**config.mk**
```make
export PLATFORM = sky130hd
export DESIGN_NAME = reset_source_sequencer
export DESIGN_NICKNAME = d
export VERILOG_FILES = /design/src/design/reset_seq_pkg.sv /design/src/design/clear_pin_sync.sv /design/src/design/reset_source_sequencer.sv
export SDC_FILE = /design/constraint.sdc
export NUM_CORES = 1
export LEC_CHECK = 0
export ABC_AREA = 1
export BUFFER_PORTS_ARGS = -buffer_cell sky130_fd_sc_hd__buf_2
export CORE_MARGIN = 2
export CORE_UTILIZATION = 50
export CTS_BUF_LIST = sky130_fd_sc_hd__clkbuf_8
export CTS_CLUSTER_DIAMETER = 120
export DETAILED_ROUTE_END_ITERATION = 6
export PLACE_DENSITY = 0.88
export SLEW_MARGIN = 10
export SYNTH_ARGS = -nofsm -noshare
export SYNTH_HDL_FRONTEND = slang
export SYNTH_HIERARCHICAL = 1
export SYNTH_SLANG_ARGS = --single-unit
```
**constraint.sdc**
```tcl
create_clock -name clk -period 3.8 [get_ports clk]
set_input_delay 0 -clock clk [delete_from_list [all_inputs] [get_ports clk]]
set_output_delay 0 -clock clk [all_outputs]
set_load 0.01 [all_outputs]
```
**src/design/reset_seq_pkg.sv**
```systemverilog
// constants and types shared by the reset source sequencer
package reset_seq_pkg;

   // reset values loaded into the core registers
   localparam logic [7:0] PC_LOW_RESET       = 8'h00;
   localparam logic [7:0] WDOG_SETTING_RESET = 8'h07;
   localparam logic [7:0] IRQ_CTRL_RESET     = 8'h00;
   localparam logic [7:0] COUNT_VALUE_RESET  = 8'h00;
   localparam logic [7:0] COUNT_CTRL_RESET   = 8'h40;
   localparam logic [7:0] PORT_RESET      = 8'hff;
   localparam logic [7:0] PRESCALE_RESET  = 8'h00;
   localparam logic [2:0] SP_TOP          = 3'h0;
   localparam logic [2:0] SP_CLEAR        = 3'h0;

   // start_delay_time and its cycle count at the 25 MHz system clock
   localparam int START_DELAY_NS     = 41000;
   localparam int CLK_PERIOD_NS      = 40;
   localparam int START_DELAY_CYCLES =
      (START_DELAY_NS + CLK_PERIOD_NS - 1) / CLK_PERIOD_NS;

   typedef enum logic [2:0] {
      ST_HOLD  = 3'b001,
      ST_DELAY = 3'b010,
      ST_RUN   = 3'b100
   } seqState_type;

   typedef enum logic [5:0] {
      KIND_POR      = 6'h01,
      KIND_PIN_RUN  = 6'h02,
      KIND_PIN_HALT = 6'h04,
      KIND_LOWV      = 6'h08,
      KIND_WDOG_RUN  = 6'h10,
      KIND_WDOG_HALT = 6'h20
   } resetKind_type;

   typedef struct packed {
      logic [7:0] pcLow;
      logic [2:0] sp;
      logic [7:0] wdogSetting;
      logic [7:0] irqCtrl;
      logic [7:0] count0;
      logic [7:0] count0Ctrl;
      logic [7:0] count1;
      logic [7:0] count1Ctrl;
      logic [7:0] portA;
      logic [7:0] portADir;
      logic [7:0] prescale;
   } regValues_type;

   typedef struct packed {
      logic core;
      logic wdogSetting;
      logic timers;
      logic ports;
      logic irqCtrl;
      logic prescale;
   } loadMask_type;

   // expired is the upper status bit, powerdown the lower
   typedef struct packed {
      logic expired;
      logic powerdown;
   } statusFlags_type;

   localparam loadMask_type MASK_ALL  = 6'h3f;
   localparam loadMask_type MASK_CORE = 6'h20;

endpackage : reset_seq_pkg

```
**src/design/clear_pin_sync.sv**
```systemverilog
// two-stage synchroniser for the external clear pin
`timescale 1ns/1ps
module clear_pin_sync (
   input  wire logic clk,
   input  wire logic resetn,
   input  wire logic pinN,
   output logic      pinSyncN
);
   logic stage1;

   // held low in reset so the pin reads as asserted until sampled
   always_ff @(posedge clk or negedge resetn) begin
      if (!resetn) begin
         stage1   <= 1'b0;
         pinSyncN <= 1'b0;
      end else begin
         stage1   <= pinN;
         pinSyncN <= stage1;
      end
   end
endmodule : clear_pin_sync

```
**src/design/reset_source_sequencer.sv**
```systemverilog
// reset source sequencer: reset kinds, start delay, flags, reset values
// Function
// - Power-on sets all port data and direction registers to ones.
// - Hold operation while clear pin low, then wait start delay.
// - Clear pin low while running restarts execution from address zero.
// - Watchdog time-out while running acts as pin reset, sets expired.
// - Watchdog time-out in power-down clears PC and SP, sets expired.
// - Flags: power-on clears, pin keeps when running (sets 01 in power-down), watchdog sets per mode.
// - Power-on leaves every interrupt source disabled.
// - After reset the watchdog is cleared and restarts counting.
// - Power-on turns timers off and clears the timer prescaler.
// - Power-on sets the stack pointer to the top of stack.
// - All resets clear PC low; watchdog setting loads except watchdog halt wake.
// - Timer counts and controls load except on watchdog halt wake.
// - Status top bits: 00, 1u, uu, 01, 11 per reset kind.
`timescale 1ns/1ps
module reset_source_sequencer
   import reset_seq_pkg::*;
#(
   parameter int DELAY_CYCLES = START_DELAY_CYCLES
) (
   input  wire logic      clk,
   input  wire logic      resetn,
   input  wire logic      externalClearPinN,
   input  wire logic      lowVoltageTrip,
   input  wire logic      watchdogTimeout,
   input  wire logic      powerDownMode,
   input  wire logic      haltEnter,
   input  wire logic      flagClear,
   output logic           coreRun,
   output logic           resetLoad,
   output logic           watchdogClear,
   output loadMask_type   loadMask,
   output regValues_type  regValues,
   output statusFlags_type statusFlags,
   output resetKind_type  resetKind
);
   localparam int CW = $clog2(DELAY_CYCLES + 1);
   localparam logic [CW-1:0] DELAY_LAST = CW'(DELAY_CYCLES - 1);

   seqState_type  state;
   logic [CW-1:0] delayCount;
   logic          pinHigh;
   logic          pinEvent;
   logic          tripEvent;
   logic          wdogEvent;
   logic          delayDone;
   resetKind_type next_kind;

   clear_pin_sync u_sync (
      .clk      (clk),
      .resetn   (resetn),
      .pinN     (externalClearPinN),
      .pinSyncN (pinHigh)
   );

   assign pinEvent  = (state == ST_RUN) && !pinHigh;
   assign tripEvent = (state == ST_RUN) && pinHigh && lowVoltageTrip;
   assign wdogEvent = (state == ST_RUN) && pinHigh && !lowVoltageTrip
                      && watchdogTimeout;
   // a pin dropping on the last count must not leak a load pulse
   assign delayDone = (state == ST_DELAY) && pinHigh
                      && (delayCount == DELAY_LAST);

   always_comb begin
      next_kind = resetKind;
      if (pinEvent)
         next_kind = powerDownMode ? KIND_PIN_HALT : KIND_PIN_RUN;
      else if (tripEvent)
         next_kind = KIND_LOWV;
      else if (wdogEvent)
         next_kind = powerDownMode ? KIND_WDOG_HALT : KIND_WDOG_RUN;
   end

   // sequencing; watchdog resets skip the hold and go straight to delay
   always_ff @(posedge clk or negedge resetn) begin
      if (!resetn) begin
         state <= ST_HOLD;
      end else begin
         case (state)
            ST_HOLD: begin
               if (pinHigh && !lowVoltageTrip)
                  state <= ST_DELAY;
            end
            ST_DELAY: begin
               if (!pinHigh)
                  state <= ST_HOLD;
               else if (delayDone)
                  state <= ST_RUN;
            end
            ST_RUN: begin
               if (pinEvent || tripEvent)
                  state <= ST_HOLD;
               else if (wdogEvent)
                  state <= ST_DELAY;
            end
            default: state <= ST_HOLD;
         endcase
      end
   end

   always_ff @(posedge clk or negedge resetn) begin
      if (!resetn)
         delayCount <= '0;
      else if (state != ST_DELAY || delayDone)
         delayCount <= '0;
      else
         delayCount <= delayCount + 1'b1;
   end

   always_ff @(posedge clk or negedge resetn) begin
      if (!resetn)
         resetKind <= KIND_POR;
      else
         resetKind <= next_kind;
   end

   // a hardware reset event wins over a software clear in the same cycle
   always_ff @(posedge clk or negedge resetn) begin
      if (!resetn) begin
         statusFlags <= 2'h0;
      end else if (pinEvent) begin
         // pin while running keeps both flags
         if (powerDownMode)
            statusFlags <= 2'h1;
      end else if (tripEvent) begin
         statusFlags <= statusFlags;
      end else if (wdogEvent) begin
         statusFlags.expired <= 1'b1;
         if (powerDownMode)
            statusFlags.powerdown <= 1'b1;
      end else if (haltEnter) begin
         statusFlags <= 2'h1;
      end else if (flagClear) begin
         statusFlags <= 2'h0;
      end
   end

   // values and mask are loaded once, as the core is released
   always_ff @(posedge clk or negedge resetn) begin
      if (!resetn) begin
         resetLoad <= 1'b0;
         loadMask  <= '0;
         regValues <= '0;
      end else begin
         resetLoad <= delayDone;
         if (delayDone) begin
            regValues.pcLow       <= PC_LOW_RESET;
            regValues.wdogSetting <= WDOG_SETTING_RESET;
            regValues.irqCtrl     <= IRQ_CTRL_RESET;
            regValues.count0      <= COUNT_VALUE_RESET;
            regValues.count1      <= COUNT_VALUE_RESET;
            regValues.count0Ctrl  <= COUNT_CTRL_RESET;
            regValues.count1Ctrl  <= COUNT_CTRL_RESET;
            regValues.portA       <= PORT_RESET;
            regValues.portADir    <= PORT_RESET;
            regValues.prescale    <= PRESCALE_RESET;
            if (resetKind == KIND_WDOG_HALT) begin
               regValues.sp <= SP_CLEAR;
               loadMask     <= MASK_CORE;
            end else begin
               regValues.sp <= SP_TOP;
               loadMask     <= MASK_ALL;
            end
         end
      end
   end

   assign coreRun       = (state == ST_RUN);
   assign watchdogClear = resetLoad;
endmodule : reset_source_sequencer

```
Word-level counts from Yosys, hierarchy flattened

Index checks and enable logic that the tools add are counted.
Widths: inputs -> output; s select.

Mux-type cells: 20
Reductions and logical operators: 17
$add $sub $neg: 1
Eq/ne operators: 12

Operators by type and width:

| cell                  | count |
|---|---|
| $mux 6                | 4 |
| $mux 3                | 6 |
| $mux 2                | 6 |
| $add 11x1->11 const B | 1 |
| $eq 11x11->1 const B  | 1 |
| $mux 11               | 1 |
| $pmux 3 s3            | 1 |
| $logic_and 1x1->1     | 8 |
| $eq 6x6->1 const B    | 1 |
| $ne 2x2->1 const B    | 3 |
| $ne 3x3->1 const B    | 2 |
| $reduce_and 3->1      | 2 |
| $mux 5                | 1 |
| $reduce_and 4->1      | 1 |
| $reduce_bool 4->1     | 1 |
| $eq 3x1->1 const B    | 1 |
| $eq 3x2->1 const B    | 1 |
| $eq 3x3->1 const B    | 1 |
| $ne 3x1->1 const B    | 1 |
| $ne 3x2->1 const B    | 1 |
| $reduce_bool 3->1     | 1 |
| $logic_not 1->1       | 2 |
| $logic_or 1x1->1      | 2 |
| $mux 1                | 1 |

Bits in registers: 34
Logic and storage cells: 67
Output and inout port bits: 100
Input bits: 8

Depth between registers and ports, before layout

Word-level depth: 7
Gate-level depth with buffers: 7
Mapped depth without buffers: 7

Hierarchy

Netlist, hierarchy kept.

Modules (own cells, without submodules):

| module                 | area an instance (µm²) | cells each | seq. area each (µm²) | times used |
|---|---|---|---|---|
| reset_source_sequencer | 1,994.4                | 253        | 628.1                | 1 |
| clear_pin_sync         | 50.0                   | 2          | 50.0                 | 1 |

Worst setup path after synthesis

No wires, ideal clock.

Path type: flip-flop to flip-flop
From: register delayCount[0]
To: register regValues[8] (netlist name)
Period minus slack after synthesis: 1,240 ps
Data arrival time: 1,116 ps
Path slack: 2,560 ps
Setup time: 124 ps
Cell stages (with the launch flop): 8
Required time: 3,676 ps
Path buffers: 0
Cells stage by stage: dfrtp_1 inv_1 ha_1 nand4_1 nor2_2 nand2_4 inv_2 or2_1

Word-level cells in the longest chain between the ends: 2

RTL lines:

| item                   | RTL line                      | source |
|---|---|---|
| from (decl)            | reset_source_sequencer.sv:42  | `logic [CW-1:0] delayCount;` |
| from (signal assigned) | reset_source_sequencer.sv:108 | `delayCount <= delayCount + 1'b1;` |
| $eq 11x11->1           | reset_source_sequencer.sv:63  | `&& (delayCount == DELAY_LAST);` |
| $logic_and 1x1->1      | reset_source_sequencer.sv:63  |  |
| via delayDone          | reset_source_sequencer.sv:47  | `logic delayDone;` |

The timed path passes the listed nets, and every way through them passes these cells.
A chain may end at the register's enable or synchronous reset.

Worst setup path in the final report

From: register delayCount[0]
To: register delayCount[5]

Word-level cells in the longest chain between the ends: 4
Elaborated cells between the ends (all ways): 5
Those cells by class: add/sub (1); eq/ne (1); mux (1); reduce/logical (2)

RTL lines:

| item                                                                  | RTL line                      | source |
|---|---|---|
| parallel branches: the longest is 3 deep, another holds $add 11x1->11 | --                            |  |
| $mux 11 (*)                                                           | reset_source_sequencer.sv:105 | `else if (state != ST_DELAY \|\| delayDone)` |

Mark *: on every way between the ends.

==> metrics <==
number of diodes=0; Crit path required time=3.98 ns; Hold WS=0.02789 ns; Least-Margin Pin Slew=a little over 0.6 ns; Leakage=1.140 nW; Inserted Clock Buffers=3; vias in the first global route=1187; drt initial violations=58; die height=67.95 um; Post-route DRC=0; final core occ=about 50%; fmax=712.0 MHz; number of setup buffers added after CTS=0; Setup violations, final=0; clock skew=0.01012 ns; WS Path Type=reg2reg; Placed Area=1889 um2; Slew Limit Fails=0; GR Overflow Total=0; min Tclk post-route=1.404 ns; largest net degree at the start of global routing=28; CP most frequent cell=nand2_4; Placeable Area=3971 um2; first-pass GRT wire length=5133 um; Synth area leader=buf_4; CP Max Fanout=9; Final Non-Filler Cells=328; fin area=1958 um2; full die area=4617 um2; Clock transition at path regs=0.10 ns; Placer Congestion=about 0.99; slowest cell on the critical path=dfrtp_1; final worst path period share=36.96%; ranking of synthesized cells by area=buf_4, dfrtp_1, nand2_1, inv_1, nor2_1; Synth Area per Inst=8.017 um2; Rows=23; final wirelength=3332 um; MaxCap Viol Count=0; CTS Sinks=27; Syn-to-layout area delta=-4.223%; Setup crit end kind=flip-flop; final hold viol count=0; Clock Path Buffers=2; worst vdd ir=around 0.16 mV; Filler Cell Count=388; Seq/Total Area, Yosys=33.17%; post-CTS resize count=0; Via density=~4.5; share of layout cells above drive strength 1=24.10%; status=finished clean; Setup crit start kind=flip-flop; Cells after Synth=255; Min-Delay Path Depth=3; setup TNS=0 ns; Design Power=0.6367 mW; first-pass iteration count of the detailed router=4; count of nets after finishing=289; PortBufs=45; Placed Cells=~320; crit-path cells=inv_1, ha_1, nand4_1, nor2_2, nand2_4, nand2_4, nor2_1; die width=67.95 um; Synth cell types=28; clock insertion delay at the later pin of the skew report=roughly 0.29 ns; IO Pins=around 110; worst rel slew slack=59.75%; final worst slack=between 2 and 2.5 ns; H-tree levels=1; dpl hpwl=2588 um; CTS root buf=clkbuf_8; CP peak stage delay=0.45 ns; pre-CTS setup slack=2.407 ns; r2r worst-path depth=7; Antenna Violating Nets Remaining=0; WL per Instance=10.16 um; WP data arrival=1.58 ns; initial core utilization=51.48%; RSZ-0062 raised after global routing=false; pwr/cell area=325.2 nW/um2; Mapped Area=approximately 2000 um2; Synth Register Bits=27; Worst Hold Class=in2reg; Yosys Warn Count=6; hold_buf cts=2; initial antenna violation count=0; gr usage total=14.53%; Vias=1464; top cell type's share of synthesized area=between 30% and 40%; CTS tree=yes
flip-flops by register name, indices dropped and copies added (netlist names):
signal and flops:
u_sync/pinSyncN 1, u_sync/stage1 1, loadMask 1, state 3, delayCount 11, regValues 1, resetLoad 1, statusFlags 2
resetKind 6
cells in the mapped netlist:
| cell | instances |
|---|---|
| nand4_1 | 7 |
| xnor2_1 | 1 |
| nand2_2 | 1 |
| nand2_4 | 2 |
| or2_1 | 1 |
| nand3_1 | 12 |
| o21ai_0 | 5 |
| nand2_1 | 31 |
| buf_4 | 88 |
| inv_2 | 2 |
| ha_1 | 2 |
| a21oi_2 | 1 |
| dfrtp_1 | 25 |
| dfstp_2 | 2 |
| inv_1 | 26 |
| o21ai_1 | 2 |
| a21oi_1 | 3 |
| buf_6 | 1 |
| or2_0 | 1 |
| nor2_4 | 2 |
| nor2_1 | 19 |
| o31ai_1 | 1 |
| nand3_2 | 4 |
| nand3b_1 | 1 |
| xor2_1 | 2 |
| conb_1 | 1 |
| nor3_1 | 8 |
| nor2_2 | 4 |
cell usage in the layout, fill, tap and decap left out, drive strengths merged:
master / instances
a21oi: 4
buf: 45
clkbuf: 3
clkinvlp: 1
conb: 62
dfrtp: 25
dfstp: 2
dlygate4sd3: 2
ha: 2
inv: 28
nand2: 34
nand3: 16
nand3b: 1
nand4: 7
nor2: 25
nor3: 8
o21ai: 7
o31ai: 1
or2: 2
xnor2: 1
xor2: 2
critical path: cells and delay by family (launching register included):
family	cells	cell delay, ns
AND/OR/NAND/NOR	5	0.59
adder cells (fa/ha/maj)	1	0.16
buffers and inverters	1	0.09
flip-flops	1	0.45
path summary, 6_finish.rpt:
path                          startpoint              end  slack (ns)
min in group asynchronous         resetn    delayCount[1]        0.24
max                        delayCount[0]    delayCount[5]        2.40
min reg2reg                u_sync/stage1  u_sync/pinSyncN        0.36
max reg2reg                delayCount[0]    delayCount[5]        2.40
max in group asynchronous         resetn        resetLoad        3.16
min                        powerDownMode     resetKind[2]        0.03
layout make-up:
cell class	count	area (um2)	share of cell area [%]
clock buffer	3	41.29	2.109
clock inverter	1	7.507	0.3834
inverter	28	105.1	5.367
multi-input combinational	172	818.3	41.79
sequential	27	678.2	34.63
tap	50	62.56	3.195
timing repair buffer	47	245.2	12.52
per-layer routing:
layer | global-route usage (%) | vias to the layer above | routed length (um)
li1 | - | 686 | -
met5 | 0 | - | 0
met1 | 17.62 | 674 | 1276
met4 | 6.500 | 0 | 58
met3 | 2.961 | 7 | 310
met2 | 24.76 | 97 | 1687
report_power, final:
group / total (mW) / internal [mW] / switching (mW)
Clock: 0.175 / 0.0749 / 0.100
Sequential: 0.329 / 0.309 / 0.0200
Combinational: 0.133 / 0.0385 / 0.0942
kinds of logic after synthesis:
| family | after synthesis | synth area share [%] |
|---|---|---|
| fa+ha+maj | 2 | 1.224 |
| flops | 27 | 33.17 |
| buf+inv | 117 | 38.00 |
| simple gates | 93 | 22.89 |
| other cells | 1 | 0.1834 |
| xor+xnor | 3 | 1.285 |
| compound gates | 12 | 3.243 |
Power figures use the tool's default switching activity.
